==> src/srt_pkg.sv <==
// shared constants and types for the startup-range trip logic
package srt_pkg;

   // ----------------------------------------------------------------
   // channel and value geometry
   // ----------------------------------------------------------------
   localparam int NUM_CHANNELS = 3;
   localparam int FLUX_WIDTH   = 16;
   localparam int PERIOD_WIDTH = 16;
   localparam int RATE_WIDTH   = 16;

   // ----------------------------------------------------------------
   // period measurement span, seconds, as printed
   // ----------------------------------------------------------------
   localparam int PERIOD_NEG_LIMIT_S = -100;
   localparam int PERIOD_POS_LIMIT_S = 10;

   // ----------------------------------------------------------------
   // response filter: qualification counts, in evaluation cycles
   // ----------------------------------------------------------------
   localparam int FILT_WIDTH      = 4;
   localparam logic [FILT_WIDTH-1:0] FILT_FAST_CYC = 4'h1;
   localparam logic [FILT_WIDTH-1:0] FILT_SLOW_CYC = 4'h8;
   localparam logic [FILT_WIDTH-1:0] FILT_RESET    = 4'h0;

   // ----------------------------------------------------------------
   // evaluation tick: time and derived cycles at 125 MHz
   // ----------------------------------------------------------------
   localparam int CLK_MHZ       = 125;
   localparam int EVAL_PERIOD_NS = 1000;
   localparam int EVAL_CYC      = (EVAL_PERIOD_NS * CLK_MHZ) / 1000;
   localparam int EVAL_CNT_W    = 8;
   localparam logic [EVAL_CNT_W-1:0] EVAL_CNT_RESET = 8'h00;

   // ----------------------------------------------------------------
   // plant mode selector
   // ----------------------------------------------------------------
   typedef enum logic [1:0] {
      SRT_MODE_SHUTDOWN = 2'h0,
      SRT_MODE_REFUEL   = 2'h1,
      SRT_MODE_STARTUP  = 2'h2,
      SRT_MODE_RUN      = 2'h3
   } srt_mode_type;

endpackage : srt_pkg

==> src/srt_trip_logic.sv <==
// startup-range trip, block, permissive and inoperative logic, one division
// Function
// (RULE_01) suppress channel trips while selector in run
// (RULE_02) non-coincident: any one channel trips
// (RULE_03) run forces coincident trip mode
// (RULE_04) alarm: run with non-coincident selector set
// (RULE_05) combine three scram trips into divisional trip
// (RULE_06) period trip active in both modes
// (RULE_07) inoperative: not operate, interlock, self-test, voltage
// (RULE_08) alarm when a channel is out of service
// (RULE_09) short-period warning inhibits continuous rod withdrawal
// (RULE_10) boron injection permissive to poison logic
// (RULE_11) magnitude thresholds are programmable inputs
// (RULE_12) response slower at low count rate
// (RULE_13) per-channel bypass removes trip contribution
// (RULE_14) scram on high flux or short period
// (RULE_15) rod block on flux high, low, failure
// (RULE_16) rod block when period below preset
// (RULE_17) works with one channel bypassed
// (RULE_18) period span minus 100 to plus 10 s
// (RULE_19) inputs sampled, outputs registered per evaluation
`timescale 1ns/1ps
`default_nettype none

module srt_trip_logic
   import srt_pkg::*;
#(
   parameter int N  = srt_pkg::NUM_CHANNELS,
   parameter int FW = srt_pkg::FLUX_WIDTH,
   parameter int PW = srt_pkg::PERIOD_WIDTH,
   parameter int RW = srt_pkg::RATE_WIDTH
) (
   // clock and reset
   input  wire logic                ref_clk,
   input  wire logic                srst,
   // plant mode and coincidence selectors (from panel switches)
   input  wire logic [1:0]          mode_sel,
   input  wire logic [N-1:0]        noncoinc_sel,
   // per-channel measurements (from channel processing, same clock)
   input  wire logic [N*FW-1:0]     flux,
   input  wire logic [N*PW-1:0]     period_s,
   input  wire logic [N*RW-1:0]     count_rate,
   // programmable setpoints
   input  wire logic [FW-1:0]       flux_hi_trip,
   input  wire logic [FW-1:0]       flux_hi_block,
   input  wire logic [FW-1:0]       flux_lo_block,
   input  wire logic [PW-1:0]       period_trip,
   input  wire logic [PW-1:0]       period_block,
   input  wire logic [PW-1:0]       period_warn,
   input  wire logic [FW-1:0]       boron_flux_level,
   input  wire logic [RW-1:0]       low_rate_level,
   // channel health (panel switches and monitors)
   input  wire logic [N-1:0]        chan_operate,
   input  wire logic [N-1:0]        interlock_closed,
   input  wire logic [N-1:0]        selftest_fail,
   input  wire logic [N-1:0]        excite_low,
   input  wire logic [N-1:0]        elec_fail,
   input  wire logic [N-1:0]        chan_bypass,
   // outputs to protection logic and interlocks
   output logic                     div_scram_trip,
   output logic [N-1:0]             chan_scram_trip,
   output logic                     rod_block,
   output logic                     withdraw_permissive,
   output logic                     boron_injection_permissive,
   output logic                     inop_alarm,
   output logic [N-1:0]             chan_inop,
   output logic                     coinc_alarm
);

   // ----------------------------------------------------------------
   // evaluation tick
   // ----------------------------------------------------------------
   localparam logic [EVAL_CNT_W-1:0] EVAL_LAST = EVAL_CNT_W'(EVAL_CYC - 1);

   logic [EVAL_CNT_W-1:0] eval_cnt_reg;
   logic [EVAL_CNT_W-1:0] eval_cnt_next;
   logic                  eval_tick;

   // one-cycle enable per evaluation
   assign eval_tick     = (eval_cnt_reg == EVAL_LAST);
   assign eval_cnt_next = eval_tick ? EVAL_CNT_RESET
                                    : eval_cnt_reg + 8'h01;

   always_ff @(posedge ref_clk) begin
      if (srst) eval_cnt_reg <= EVAL_CNT_RESET;
      else      eval_cnt_reg <= eval_cnt_next;
   end

   // ----------------------------------------------------------------
   // input synchronisers for panel-switch inputs
   // ----------------------------------------------------------------
   localparam int SW = 2 + 6 * N;

   logic [SW-1:0] sw_meta_reg;
   logic [SW-1:0] sw_sync_reg;

   // two stages; first stage is read only by the second
   always_ff @(posedge ref_clk) begin
      if (srst) begin
         sw_meta_reg <= '0;
         sw_sync_reg <= '0;
      end else begin
         sw_meta_reg <= {mode_sel, noncoinc_sel, chan_operate,
                         interlock_closed, selftest_fail, excite_low,
                         chan_bypass}; // RULE_19
         sw_sync_reg <= sw_meta_reg;
      end
   end

   logic [1:0]   mode_s;
   logic [N-1:0] noncoinc_s;
   logic [N-1:0] operate_s;
   logic [N-1:0] ilock_s;
   logic [N-1:0] stfail_s;
   logic [N-1:0] exlow_s;
   logic [N-1:0] bypass_s;

   assign {mode_s, noncoinc_s, operate_s, ilock_s, stfail_s, exlow_s,
           bypass_s} = sw_sync_reg;

   // ----------------------------------------------------------------
   // mode decode
   // ----------------------------------------------------------------
   wire logic run_mode   = (mode_s == SRT_MODE_RUN);
   // run forces coincident mode whatever the selectors say
   wire logic noncoinc   = (|noncoinc_s) && !run_mode; // RULE_02 RULE_03
   wire logic coinc_warn = run_mode && (|noncoinc_s); // RULE_04

   // period compare: positive period shorter than a setpoint.
   // negative or infinite (zero code) periods never compare short.
   function automatic logic short_period(input logic [PW-1:0] p,
                                         input logic [PW-1:0] lim);
      logic pos;
      pos = !p[PW-1] && (p != '0);
      return pos && (p < lim); // RULE_18
   endfunction : short_period

   // ----------------------------------------------------------------
   // per-channel evaluation
   // ----------------------------------------------------------------
   logic [N-1:0] raw_trip;
   logic [N-1:0] raw_block;
   logic [N-1:0] raw_warn;
   logic [N-1:0] inop_w;
   logic [N-1:0] qual_trip;
   logic [N-1:0] qual_block;
   logic [N-1:0] boron_w;
   logic [N-1:0] active_w;

   genvar g;
   generate
      for (g = 0; g < N; g++) begin : g_chan
         wire logic [FW-1:0] fx = flux[g*FW +: FW];
         wire logic [PW-1:0] pd = period_s[g*PW +: PW];
         wire logic [RW-1:0] cr = count_rate[g*RW +: RW];

         logic [FILT_WIDTH-1:0] trip_cnt_reg;
         logic [FILT_WIDTH-1:0] block_cnt_reg;

         // channel out of service
         assign inop_w[g] = !operate_s[g] || !ilock_s[g] ||
                            stfail_s[g] || exlow_s[g]; // RULE_07
         // scram on high flux or short period, in either mode
         assign raw_trip[g] = (fx > flux_hi_trip) ||
                              short_period(pd, period_trip) ||
                              inop_w[g]; // RULE_06 RULE_11 RULE_14
         assign raw_block[g] = (fx > flux_hi_block) ||
                               (fx < flux_lo_block) ||
                               elec_fail[g] || inop_w[g] || // RULE_15
                               short_period(pd, period_block); // RULE_16
         assign raw_warn[g] = short_period(pd, period_warn); // RULE_09
         assign boron_w[g]  = (fx < boron_flux_level) && !inop_w[g];
         // bypassed channels drop out of every vote
         assign active_w[g] = !bypass_s[g]; // RULE_13

         // low count rate waits longer before a trip or block stands
         wire logic [FILT_WIDTH-1:0] need =
            (cr < low_rate_level) ? FILT_SLOW_CYC : FILT_FAST_CYC; // RULE_12

         always_ff @(posedge ref_clk) begin
            if (srst) begin
               trip_cnt_reg  <= FILT_RESET;
               block_cnt_reg <= FILT_RESET;
            end else if (eval_tick) begin
               trip_cnt_reg  <= !raw_trip[g] ? FILT_RESET :
                  (trip_cnt_reg < need) ? trip_cnt_reg + 4'h1
                                        : trip_cnt_reg;
               block_cnt_reg <= !raw_block[g] ? FILT_RESET :
                  (block_cnt_reg < need) ? block_cnt_reg + 4'h1
                                         : block_cnt_reg;
            end
         end

         assign qual_trip[g]  = raw_trip[g] && (trip_cnt_reg >= need)
                                && active_w[g];
         assign qual_block[g] = raw_block[g] && (block_cnt_reg >= need)
                                && active_w[g];
      end
   endgenerate

   // ----------------------------------------------------------------
   // divisional combination
   // ----------------------------------------------------------------
   logic [1:0] trip_votes;
   always_comb begin
      trip_votes = 2'h0;
      for (int i = 0; i < N; i++)
         trip_votes = trip_votes + {1'b0, qual_trip[i]};
   end

   // coincident: two of the channels; one bypassed still leaves two
   wire logic coinc_trip = (trip_votes >= 2'h2); // RULE_17
   wire logic any_trip   = |qual_trip;
   // run mode suppresses all startup-range trips
   wire logic div_next   = !run_mode &&
                           (noncoinc ? any_trip : coinc_trip); // RULE_01 RULE_05
   wire logic [N-1:0] chan_trip_next =
      run_mode ? '0 : qual_trip; // RULE_01
   wire logic block_next = |qual_block;
   // permissive stays high unless a non-bypassed channel warns
   wire logic warn_next  = !(|(raw_warn & active_w));
   // boron permissive: any one in-service channel sees power low
   wire logic boron_next = |(boron_w & active_w); // RULE_10
   wire logic inop_next  = |inop_w; // RULE_08

   // ----------------------------------------------------------------
   // output registers, updated once per evaluation
   // ----------------------------------------------------------------
   always_ff @(posedge ref_clk) begin
      if (srst) begin
         div_scram_trip             <= 1'b0;
         chan_scram_trip            <= '0;
         rod_block                  <= 1'b1;
         withdraw_permissive        <= 1'b0;
         boron_injection_permissive <= 1'b0;
         inop_alarm                 <= 1'b0;
         chan_inop                  <= '0;
         coinc_alarm                <= 1'b0;
      end else if (eval_tick) begin // RULE_19
         div_scram_trip             <= div_next;
         chan_scram_trip            <= chan_trip_next;
         rod_block                  <= block_next;
         withdraw_permissive        <= warn_next;
         boron_injection_permissive <= boron_next;
         inop_alarm                 <= inop_next;
         chan_inop                  <= inop_w;
         coinc_alarm                <= coinc_warn;
      end
   end
endmodule : srt_trip_logic

`default_nettype wire

==> config.mk <==
export PLATFORM = sky130hd
export DESIGN_NAME = srt_trip_logic
export DESIGN_NICKNAME = d
export VERILOG_FILES = /design/src/srt_pkg.sv /design/src/srt_trip_logic.sv
export SDC_FILE = /design/constraint.sdc
export NUM_CORES = 1
export LEC_CHECK = 0
export ABC_AREA = 1
export BUFFER_PORTS_ARGS = -buffer_cell sky130_fd_sc_hd__buf_4
export CAP_MARGIN = 20
export CORE_ASPECT_RATIO = 0.9
export CORE_MARGIN = 2
export CORE_UTILIZATION = 43
export DETAILED_ROUTE_END_ITERATION = 8
export GPL_ROUTABILITY_DRIVEN = 0
export GPL_TIMING_DRIVEN = 1
export PLACE_DENSITY = 0.76
export SYNTH_ARGS = -nofsm -noshare
export SYNTH_HDL_FRONTEND = slang
export SYNTH_SLANG_ARGS = --single-unit
export TNS_END_PERCENT = 5
==> constraint.sdc <==
create_clock -name ref_clk -period 4.5 [get_ports ref_clk]
set_input_delay 0.225 -clock ref_clk [delete_from_list [all_inputs] [get_ports ref_clk]]
set_output_delay 0.225 -clock ref_clk [all_outputs]
set_load 0.02 [all_outputs]
# Word level (Yosys, flattened, before mapping)
# Index checks and enable logic that the tools add are counted.
# classes
eq_ne	8
n_mul	0
n_shift	0
n_mux	17
addsub	9
n_div	0
n_reduce_logical	90
bitwise	2
n_lt_le_gt_ge	37
# ops
op	n
$lt A16 B16 Y1	18
$gt A16 B16 Y1	6
$mux W4	15
$reduce_bool A16 Y1	3
$logic_and A1 B1 Y1	30
$logic_or A1 B1 Y1	27
$add A4 B1 Y4 const B	6
$ge A4 B4 Y1	6
$lt A4 B4 Y1	6
$reduce_or A3 Y1	6
$logic_not A1 Y1	17
$ne A2 B1 Y1 const B	6
$reduce_and A2 Y1	6
$add A8 B1 Y8 const B	1
$eq A8 B7 Y1 const B	1
$and A3 B3 Y3	2
$mux W3	1
$add A1 B1 Y2	1
$add A2 B1 Y2	1
$eq A2 B2 Y1 const B	1
$ge A2 B2 Y1 const B	1
$reduce_or A2 Y1	1
$mux W1	1
# totals
rom_bits	0
ff_bits	84
input_bits	297
wordCells	180
ram_bits	0
output_inout_bits	12
mem_count	0
latch_bits	0

# Longest topological paths before layout
# Gate-level depths: netlist of run 1.
# logic_depth
ltp_word	12
depth_mapped	26
depth_no_buf	26

# Worst setup path after synthesis of run 1
# Ideal clock, no wire load.
# synth_path
kind	input-to-reg
startpoint	input low_rate_level[7]
endpoint	register div_scram_trip
arrival_ns	2.864
path_stages	23
slack_ns	1.523
required_time_ns	4.388
setup_time_ns	0.112
n_path_buf	0
path_cell_list	inv_1 -> ha_1 -> a21oi_1 -> o21ai_0 -> o21ai_0 -> o211ai_1 -> nand4_1 -> nand4_1 -> ha_1 -> a21oi_1 -> nand2_1 -> nand2_1 -> inv_1 -> nand2_2 -> inv_1 -> ha_1 -> or2_2 -> nand3_2 -> nand2_1 -> clkinv_1 -> nand2_1 -> nand2_1 -> nand2_1
# synth_via
elab_chain_cells	10
word_cells_on_any_way	21
cone_classes	add/sub: 2; order compare: 7; mux: 4; reduce/logical: 8
# synth_lines
item	line_no	source
start, declared	srt_trip_logic.sv:51	input wire logic [RW-1:0] low_rate_level,
$lt A16 B16 Y1	srt_trip_logic.sv:178	(cr < low_rate_level) ? FILT_SLOW_CYC : FILT_FAST_CYC;
$mux W4	srt_trip_logic.sv:178	
$ge A4 B4 Y1	srt_trip_logic.sv:194	assign qual_trip[g] = raw_trip[g] && (trip_cnt_reg >= need)
$logic_and A1 B1 Y1	srt_trip_logic.sv:194	
$logic_and A1 B1 Y1	srt_trip_logic.sv:195	&& active_w[g];
$add A1 B1 Y2	srt_trip_logic.sv:208	trip_votes = trip_votes + {1'b0, qual_trip[i]};
$add A2 B1 Y2	srt_trip_logic.sv:208	
$ge A2 B2 Y1	srt_trip_logic.sv:212	wire logic coinc_trip = (trip_votes >= 2'h2);
$mux W1 (*)	srt_trip_logic.sv:216	(noncoinc ? any_trip : coinc_trip);
$logic_and A1 B1 Y1 (*)	srt_trip_logic.sv:215	wire logic div_next = !run_mode &&
end signal, assigned	srt_trip_logic.sv:240	div_scram_trip <= div_next;
end, declared	srt_trip_logic.sv:60	output logic div_scram_trip,
# Mark *: on every way between the ends. The rest lies on a longest branch, timed or not.
# A chain may end at the register's enable or synchronous reset.

# Worst setup path after layout of run 1
# Ends and elaborated chain as after synthesis.

==> impl_metrics.toml, run 1 <==
[floorplan]
die_w_um = 183
num_rows = 59
start_util = 0.433
io_pins = 309
die_h_um = 165
dieArea_um2 = 30300
core-area_um2 = 28700

[pwr]
worst_ir_drop_vdd_mv = 0.195
p_leak_nw = 8.75
p_per_area_nw_per_um2 = 174
power_w = 0.00270

[cts]
cts-root-buf = "clkbuf_16"
hold_buffers = 0
cts_tree = "built"
cts_buffer_depth = 2
cts_resized = 0
post_cts_buffers = 0
clkTransAtPathRegs_ps = 60
clock_latency_ps = 340
cts_buffers = 9
cts.htree.levels = 3
clock-sinks = 84

[logic_synthesis]
synth-main-ff-cell = "dfxtp_1"
syn_nets = 2472
async_flop_share = 0
yosysWarnings = 0
avgSynthCellArea_um2 = 6.96
synth-seq-cells = 84
synth_cell_types = 43
postSynthCellCount = 1788
ys_seq_area_frac = 0.135
netlist_area_um2 = 12400
synth-edff-count = 0

[layout]
fin_util = 0.539
syn2layout_area_growth_pct = 24.3
final_cell_area_um2 = 15500
diodes = 0
drive_above_1_share = 0.174
multi_input_area_um2 = 9550
nNetsFinal = 2781
ff_latch_area_um2 = 1680
nFillCells = 2668

[grt]
first_global_vias = 12699
grt_overflow_total = 0
antenna_found_initial = 0
grt_max_degree = 62
grt_pass1_wl_um = 60400
grt_use_total = 0.248

[placed_design]
place_area_um2 = 15200
portBuffers = 308
place.detailed.hpwl_um = 33600

[worst_setup_path]
path_class = "in -> reg"
endpoint_kind = "flop"
critical_path.cell_chain = "buf_4 > inv_1 > ha_1 > a21oi_1 > o21ai_0 > o21ai_0 > o211ai_1 > nand4_1 > nand4_1 > ha_1 > a21oi_1 > nand2_1 > nand2_1 > inv_1 > nand2_2 > inv_1 > ha_1 > or2_2 > nand3_2 > nand2_1 > clkinv_1 > nand2_1 > nand2_1 > nand2_1"
path_delay_family = "simple AND/OR/NAND/NOR gates"
critPathMaxStageDelay_ps = 410
timing.rr.start = "g_chan[2].trip_cnt_reg[3]$_SDFFE_PP0P_"
cp_max_fo = 4
r2r_slack_ps = 2200
worst-endpoint-arrival_ps = 3530
startpoint = "low_rate_level[7]"
cpMostUsedCell = "nand2_1"
critPathBufInv = 5
required_ps = 4730
timing.rr.end = "div_scram_trip$_SDFFE_PP0P_"
slowest_stage = "ha_1"
crit_path_start_kind = "input pin"
r2r_cells = 15

[routing]
drt_iter0_drc = 723
detail-route-antenna-nets = 0
vias = 12904
drt-total-wl_um = 38200
dr.pass1.iters = 6
viasPerCell = 5.23
drc = 0
post_drt_wl_per_cell_um = 15.5

[timing]
worstMarginPinSlew_ps = 723
rsz0062_at_grt = "false"
hold_viol = 0
slew_viol_final = 0
fmax_ghz = 0.303
fin_skew_ps = 9.23
setup_viol = 0
fin_crit_sh = 0.733
slew_headroom = 0.516
timing.setup.tns_ps = 0
period_needed_ps = 3300

[worst_hold_path]
hold_path_end = "sw_meta_reg[4]$_SDFF_PP0_"
hold_path.class = "in -> reg"
whs_path_depth = 3
min_from = "excite_low[1]"

[run_status]
status = "finished, final reports clean"

[job]
maxCapViolations = 0
kinds of logic after synthesis:
logic type      after synthesis  synth area share
xor+xnor                     11           0.00774
buf+inv                     318            0.0970
compound gates              318             0.138
simple gates                670             0.233
fa+ha+maj                   387             0.389
flops                        84             0.135
worst reg2reg max path, delay by kind of cell (launching register included):
| kind | cells | cell delay, ps |
|---|---|---|
| AO/OA/AOI/OAI | 1 | 280 |
| flip-flops | 1 | 340 |
| adder cells (fa/ha/maj) | 2 | 600 |
| AND/OR/NAND/NOR | 9 | 860 |
| buffers and inverters | 3 | 140 |
cell usage after synthesis, types with 2 or more instances:
cell type	instances	share of area
ha_1	387	0.39
nand2_1	376	0.11
inv_1	290	0.087
a21oi_1	203	0.082
nor2_1	134	0.040
dfxtp_1	84	0.14
nand3_1	66	0.027
o21ai_0	54	0.022
nand4_1	42	0.021
o21a_1	20	0.012
nor3_1	19	0.0076
o21ai_1	16	0.0064
inv_2	14	0.0042
xor2_1	8	0.0056
nand2_2	5	0.0025
nor2_4	5	0.0045
o21bai_1	5	0.0030
a31oi_1	4	0.0020
clkbuf_1	4	0.0012
clkinv_1	4	0.0012
nand3_2	4	0.0032
or2_0	4	0.0020
a21o_1	3	0.0018
a21oi_2	3	0.0021
buf_1	3	0.00091
o211ai_1	3	0.0018
or2_2	3	0.0015
xnor2_1	3	0.0021
a211oi_1	2	0.0012
a32o_1	2	0.0016
and3_4	2	0.0018
nand3_4	2	0.0028
nor3_2	2	0.0016
nor4_1	2	0.0010
o311ai_1	2	0.0014
layer usage:
| metal | GRT usage | vias up | routed length, um |
|---|---|---|---|
| li1 | - | 6615 | - |
| met4 | 0.0742 | 0 | 1120 |
| met5 | 0 | - | 0 |
| met1 | 0.317 | 5779 | 16800 |
| met3 | 0.0399 | 75 | 2830 |
| met2 | 0.431 | 435 | 17400 |
power by group:
part	switching, W	internal (W)	total [W]	leakage (nW)
registers	0.00000613	0.000762	0.000769	0.686
clock network	0.000304	0.000450	0.000754	0.147
logic	0.000654	0.000519	0.00117	7.92
total	0.000964	0.00173	0.00270	8.75
worst max-delay path by stage:
stage                                  endpoint  slack [ps]  cells after the start
floorplan           div_scram_trip$_SDFFE_PP0P_        1520                     23
global placement    div_scram_trip$_SDFFE_PP0P_        1030                     24
detailed placement  div_scram_trip$_SDFFE_PP0P_         920                     24
CTS                 div_scram_trip$_SDFFE_PP0P_        1220                     24
global route        div_scram_trip$_SDFFE_PP0P_         930                     26
finish              div_scram_trip$_SDFFE_PP0P_        1200                     24
stage by stage:
step	setup slack (ps)	cells	hold WS [ps]
6_report	1200	2468	86.9
5_1_grt	934	2468	88.2
4_1_cts	1220	2468	84.4
3_5_place_dp	923	2452	396
3_3_place_gp	1030	2452	390
2_1_floorplan	1520	1788	332
area by class of cell:
cell class	count	area share
clock buffers	10	0.0154
clock inverters	6	0.00453
inverters	308	0.0747
multi-input cells	1386	0.618
flip-flops and latches	84	0.109
well taps	366	0.0296
repair buffers	308	0.149
cell usage in the layout (no fill, tap or decap), types with 14 or more instances in the layout:
master,count
a21oi_1,203
buf_4,308
dfxtp_1,84
ha_1,387
inv_1,290
inv_2,14
nand2_1,376
nand3_1,66
nand4_1,42
nor2_1,134
nor3_1,19
o21a_1,20
o21ai_0,54
o21ai_1,16
Power figures use the tool's default switching activity.
==> run 2, diff against run 1 <==
--- a/config.mk
+++ b/config.mk
@@ -5,7 +5,7 @@
 export SDC_FILE = /design/constraint.sdc
 export NUM_CORES = 1
 export LEC_CHECK = 0
-export ABC_AREA = 1
+export ABC_AREA = 0
 export BUFFER_PORTS_ARGS = -buffer_cell sky130_fd_sc_hd__buf_4
 export CAP_MARGIN = 20
 export CORE_ASPECT_RATIO = 0.9
@@ -14,7 +14,7 @@
 export DETAILED_ROUTE_END_ITERATION = 8
 export GPL_ROUTABILITY_DRIVEN = 0
 export GPL_TIMING_DRIVEN = 1
-export PLACE_DENSITY = 0.76
+export PLACE_DENSITY = 0.79
 export SYNTH_ARGS = -nofsm -noshare
 export SYNTH_HDL_FRONTEND = slang
 export SYNTH_SLANG_ARGS = --single-unit
==> constraint.sdc (replaced) <==
create_clock -name ref_clk -period 2.96 [get_ports ref_clk]
set_input_delay 0.148 -clock ref_clk [delete_from_list [all_inputs] [get_ports ref_clk]]
set_output_delay 0.148 -clock ref_clk [all_outputs]
set_load 0.02 [all_outputs]
==> run 2 against run 1 <==
  * Clock power up 51%
  * Die area shrank 5.2%
  * Area after synthesis is 5.3% lower
  * Non-clock buffer count grew 29
  * Power increased by 54%
  * Core utilization rose by 2.3 points
  * Sequential share of layout area increased by 0.24 points
  * Routed wire length up 6.9%
  * Largest cell class unchanged
  * Highest routed layer unchanged
==> impl_metrics.toml, run 2 <==
[floorplan]
start_util = 0.437
dieArea_um2 = 28700
num_rows = 57
die_w_um = 178
core-area_um2 = 27000
io_pins = 309
die_h_um = 161

[timing]
slew_headroom = 0.429
fin_skew_ps = 5.03
hold_viol = 0
rsz0062_at_grt = "true"
fin_crit_sh = 0.957
period_needed_ps = 2830
worstMarginPinSlew_ps = 847
slew_viol_final = 0
fin_hold_ws_ps = 15.0
setup_viol = 0
setup_slack_ps = 128
fmax_ghz = 0.353

[routing]
detail-route-antenna-nets = 0
dr.pass1.iters = 7
vias = 12560
drc = 0
drt-total-wl_um = 40800
viasPerCell = 5.92
drt_iter0_drc = 962
post_drt_wl_per_cell_um = 19.2

[logic_synthesis]
synth-seq-cells = 84
synth_area_leaders = "ha_1 (41%), dfxtp_1 (14%), a21oi_1 (5.3%)"
syn_nets = 2113
netlist.area_leader.share = 0.411
netlist_area_um2 = 11800
synth_cell_types = 65
synth_most_common_cell = "ha_1"
async_flop_share = 0
synth_area_leader_cell = "ha_1"
avgSynthCellArea_um2 = 8.25
synth-edff-count = 0
synth-main-ff-cell = "dfxtp_1"
synth_commonest_cells = "ha_1 (387), inv_1 (145), a21oi_1 (125)"
yosysWarnings = 0
postSynthCellCount = 1429
ys_seq_area_frac = 0.143

[layout]
drive_above_1_share = 0.218
fin_util = 0.561
final_common_cell = "ha_1"
final_cell_mix = "ha_1 (384), buf_4 (336), inv_1 (144)"
stdcell_count = 2122
syn2layout_area_growth_pct = 28.4
nNetsFinal = 2445
nFillCells = 2449

[cts]
cts.htree.levels = 3
clock-sinks = 84
cts_tree = "built"
clock_latency_ps = 340
cts_buffers = 9
cts-root-buf = "clkbuf_16"
cts_buffer_depth = 2
clkTransAtPathRegs_ps = 60

[pwr]
p_leak_nw = 7.75
p_per_area_nw_per_um2 = 274
worst_ir_drop_vdd_mv = 0.385

[worst_setup_path]
r2r_slack_ps = 510
endpoint_kind = "flop"
critPathMaxStageDelay_ps = 430
required_ps = 3150
worst-endpoint-arrival_ps = 3030
crit_path_start_kind = "input pin"
cp_max_fo = 3
path_class = "in -> reg"
slowest_stage = "or3_4"
critical_path.cell_chain = "buf_4 > inv_2 > buf_4 > ha_1 > a21oi_2 > nor2b_1 > o21ai_1 > a21oi_1 > o211ai_1 > a211oi_1 > or3_4 > ha_4 > nand3_2 > a221oi_2 > ha_1 > inv_1 > a21o_1 > a311oi_2"

[placed_design]
portBuffers = 308
pre_cts_ws_ps = -466
dp_cells = 2102
place.detailed.hpwl_um = 35000

[grt]
grt_use_total = 0.277
grt_max_degree = 81
first_global_vias = 12394
antenna_found_initial = 2
grt_pass1_wl_um = 63200
grt_overflow_total = 0

[run_status]
status = "finished, final reports clean"

[job]
maxCapViolations = 0

[worst_hold_path]
hold_path.class = "in -> reg"
-- run 2: cell types whose count changed after synthesis, sizes merged, moves of 15 or more --
| cell | before | now |
|---|---|---|
| a21oi | 206 | 125 |
| o21a | 20 | 5 |
| nand2 | 381 | 64 |
| nand3 | 72 | 46 |
| a211oi | 2 | 28 |
| nor2b | 0 | 57 |
| nor4 | 3 | 21 |
| a21o | 3 | 48 |
| o21ai | 70 | 87 |
| nor2 | 139 | 83 |
| inv | 304 | 145 |
| nand2b | 0 | 15 |
-- run 2: final cells by class --
type / instances / area (um^2) / share of cell area
diodes: 2 / 5.00 / 0.000331
clock buffers: 9 / 225 / 0.0149
clock inverters: 7 / 80.1 / 0.00529
inverters: 145 / 544 / 0.0360
multi-input cells: 1184 / 9620 / 0.636
flip-flops and latches: 84 / 1680 / 0.111
well taps: 354 / 443 / 0.0293
repair buffers: 337 / 2530 / 0.167
-- run 2: kinds of logic after synthesis --
family,count (synthesis),share of synthesized area
flip-flops,84,0.143
AND/OR/NAND/NOR,409,0.184
XOR/XNOR,6,0.00446
adder cells (fa/ha/maj),387,0.411
AO/OA/AOI/OAI,382,0.207
buffers and inverters,161,0.0513
-- run 2: critical path: cells and delay by family --
kind            cells  cell delay [ps]
compound gates      8             1160
fa+ha+maj           3              850
simple gates        3              560
buf+inv             4              300
-- run 2: power breakdown --
part           leakage (nW)  internal [W]  total, W  switching (W)
Clock                 0.149      0.000666   0.00114       0.000476
Sequential            0.687       0.00116   0.00119      0.0000210
Combinational          6.91      0.000854   0.00181       0.000959
Total                  7.75       0.00268   0.00414        0.00146
-- run 2: through the flow --
step / area [um^2] / TNS (ps) / total power [W]
floorplan: 11800 / -9.92 / 0.00214
global placement: 14700 / -3190 / 0.00286
detailed placement: 14700 / -6110 / 0.00294
CTS: 15000 / -28.2 / 0.00411
global route: 15100 / -15.0 / 0.00442
finish: 15100 / 0 / 0.00414
-- run 2: metal layers --
layer	track usage	wire length (um)	up-vias
met1	0.351	16800	5781
met4	0.119	1980	0
met2	0.455	18100	591
met5	0	0	-
li1	-	-	6028
met3	0.0574	3990	160
-- run 2: what timing repair did --
| action | in CTS | in global routing |
|---|---|---|
| pin swaps | 0 | 9 |
| hold buffers | 1 | 0 |
| gates resized for setup | 2 | 14 |
| endpoints found under the setup margin | 4 | 19 |
| setup buffers | 0 | 1 |
| hold endpoints to repair | 1 | 0 |
-- run 2: worst paths after layout --
| kind | startpoint | end | cells past startpoint |
|---|---|---|---|
| max | low_rate_level[1] | div_scram_trip$_SDFFE_PP0P_ | 18 |
| max reg2reg | sw_sync_reg[5]$_SDFF_PP0_ | div_scram_trip$_SDFFE_PP0P_ | 11 |
| min reg2reg | sw_meta_reg[17]$_SDFF_PP0_ | sw_sync_reg[17]$_SDFF_PP0_ | 1 |
| min | excite_low[0] | sw_meta_reg[3]$_SDFF_PP0_ | 2 |
==> run 3, diff against run 2 <==
--- a/config.mk
+++ b/config.mk
@@ -15,6 +15,7 @@
 export GPL_ROUTABILITY_DRIVEN = 0
 export GPL_TIMING_DRIVEN = 1
 export PLACE_DENSITY = 0.79
+export SETUP_SLACK_MARGIN = 0.5
 export SYNTH_ARGS = -nofsm -noshare
 export SYNTH_HDL_FRONTEND = slang
 export SYNTH_SLANG_ARGS = --single-unit
==> run 3 against run 2 <==
  * Hold slack better by 1.1 ps
  * Fmax increased by 4.0%
  * Power up 2.0%
  * Cell count barely moved
  * Sequential power about the same
  * Non-clock buffer count fell by 1
  * Count of clock-buffer cells in the layout stayed put
  * Routed wire length is 1.3% lower
  * Critical path type unchanged
==> impl_metrics.toml, run 3 (synthesis results as in run 2) <==
[layout]
stdcell_count = 2120
final_cell_area_um2 = 15200
fin_util = 0.563
nNetsFinal = 2444
final_cell_mix = "ha_1 (383), buf_4 (336), inv_1 (144)"
drive_above_1_share = 0.217
final_common_cell = "ha_1"
syn2layout_area_growth_pct = 28.8

[floorplan]
start_util = 0.437
io_pins = 309
die_h_um = 161
core-area_um2 = 27000
dieArea_um2 = 28700
die_w_um = 178
num_rows = 57

[job]
maxCapViolations = 0

[pwr]
p_per_area_nw_per_um2 = 278
p_leak_nw = 7.76
p_comb_frac = 0.428
p_seq_frac = 0.281
swShare = 0.344
p_int_w = 0.00277
worst_ir_drop_vdd_mv = 0.445
switchingPower_w = 0.00145
clkPwrFrac = 0.292

[cts]
cts_tree = "built"
clkTransAtPathRegs_ps = 70
cts.htree.levels = 3
clock-sinks = 84
clock_latency_ps = 340
hold_buffers = 0
cts-root-buf = "clkbuf_16"
cts_buffer_depth = 2
cts_buffers = 9

[routing]
drt-total-wl_um = 40300
drt_iter0_drc = 926
detail-route-antenna-nets = 0
viasPerCell = 5.88
vias = 12474
post_drt_wl_per_cell_um = 19.0
dr.pass1.iters = 5
drc = 0

[timing]
slew_viol_final = 0
rsz0062_at_grt = "true"
fin_hold_ws_ps = 16.1
fin_skew_ps = 9.99
hold_viol = 0
worstMarginPinSlew_ps = 789
period_needed_ps = 2720
slew_headroom = 0.461
fmax_ghz = 0.367
fin_crit_sh = 0.920
timing.setup.tns_ps = 0
setup_viol = 0

[worst_setup_path]
critical_path.cell_chain = "buf_4 > inv_12 > ha_4 > a21o_1 > a21o_1 > a211oi_2 > o21ai_1 > a221o_1 > a31oi_2 > o21ai_2 > buf_4 > ha_1 > a21oi_2 > buf_4 > nand4_1 > nor3_2 > nand2_1 > a31oi_1"
slowest_stage = "a221o_1"
worst-endpoint-arrival_ps = 2990
cpMostUsedCell = "buf_4"
r2r_slack_ps = 480
critPathMaxStageDelay_ps = 310
path_class = "in -> reg"
endpoint_kind = "flop"
cp_max_fo = 4
crit_path_start_kind = "input pin"
required_ps = 3230

[grt]
top_usage_layer = "met2"
grtUsageMet2 = 0.450
use_met3 = 0.0483
grt_pass1_wl_um = 62300
grt_max_degree = 54
grt_overflow_total = 0
grtUsageMet1 = 0.354
grt_use_total = 0.273
antenna_found_initial = 1
first_global_vias = 12157

[placed_design]
portBuffers = 308
dp_cells = 2102
place.detailed.hpwl_um = 34400
place_area_um2 = 14800

[run_status]
status = "finished, final reports clean"

[worst_hold_path]
hold_path.class = "in -> reg"
==> run 3: worst max-delay path, delay by kind of cell <==
kind	cells	cell delay (ps)
adder cells (fa/ha/maj)	2	510
AND/OR/NAND/NOR	3	350
buffers and inverters	4	480
AO/OA/AOI/OAI	9	1520
==> run 3: worst paths after layout <==
path	from	cells after the start	end
setup / recovery	low_rate_level[1]	18	g_chan[2].block_cnt_reg[3]$_SDFFE_PP0P_
hold / removal	selftest_fail[2]	2	sw_meta_reg[8]$_SDFF_PP0_
setup reg to reg	sw_sync_reg[8]$_SDFF_PP0_	11	div_scram_trip$_SDFFE_PP0P_
hold reg to reg	sw_meta_reg[1]$_SDFF_PP0_	1	sw_sync_reg[1]$_SDFF_PP0_
==> run 3: timing repair <==
action / CTS / global route
gates resized for setup: 5 / 4
buffers inserted: 0 / 1
setup endpoints to repair: 29 / 29
pin swaps: 3 / 7
==> run 3: per-stage QoR <==
step | power (W) | setup slack, ps
6_report | 0.00422 | 237
5_1_grt | 0.00449 | 18.7
3_3_place_gp | 0.00286 | -156
2_1_floorplan | 0.00215 | 133
4_1_cts | 0.00420 | 196
3_5_place_dp | 0.00295 | -246
==> run 3: power by group through the flow <==
stage / registers [W] / logic (W) / clock network [W]
finish: 0.00118 / 0.00181 / 0.00123
global route: 0.00119 / 0.00201 / 0.00129
CTS: 0.00118 / 0.00176 / 0.00125
detailed placement: 0.00121 / 0.00174 / 0
global placement: 0.00121 / 0.00165 / 0
floorplan: 0.00120 / 0.000950 / 0
==> run 3: area by class of cell <==
class | count | area, um^2
Inverter | 145 | 557
Antenna cell | 1 | 2.50
Sequential cell | 84 | 1680
Fill cell | 2455 | 11800
Multi-Input combinational cell | 1184 | 9640
Tap cell | 354 | 443
Clock buffer | 9 | 225
Clock inverter | 7 | 103
Timing Repair Buffer | 336 | 2520
==> run 3: metal layers <==
| layer | up-vias | wire length [um] |
|---|---|---|
| met4 | 0 | 1630 |
| li1 | 6036 | - |
| met1 | 5762 | 16900 |
| met3 | 116 | 3640 |
| met5 | - | 0 |
| met2 | 560 | 18100 |
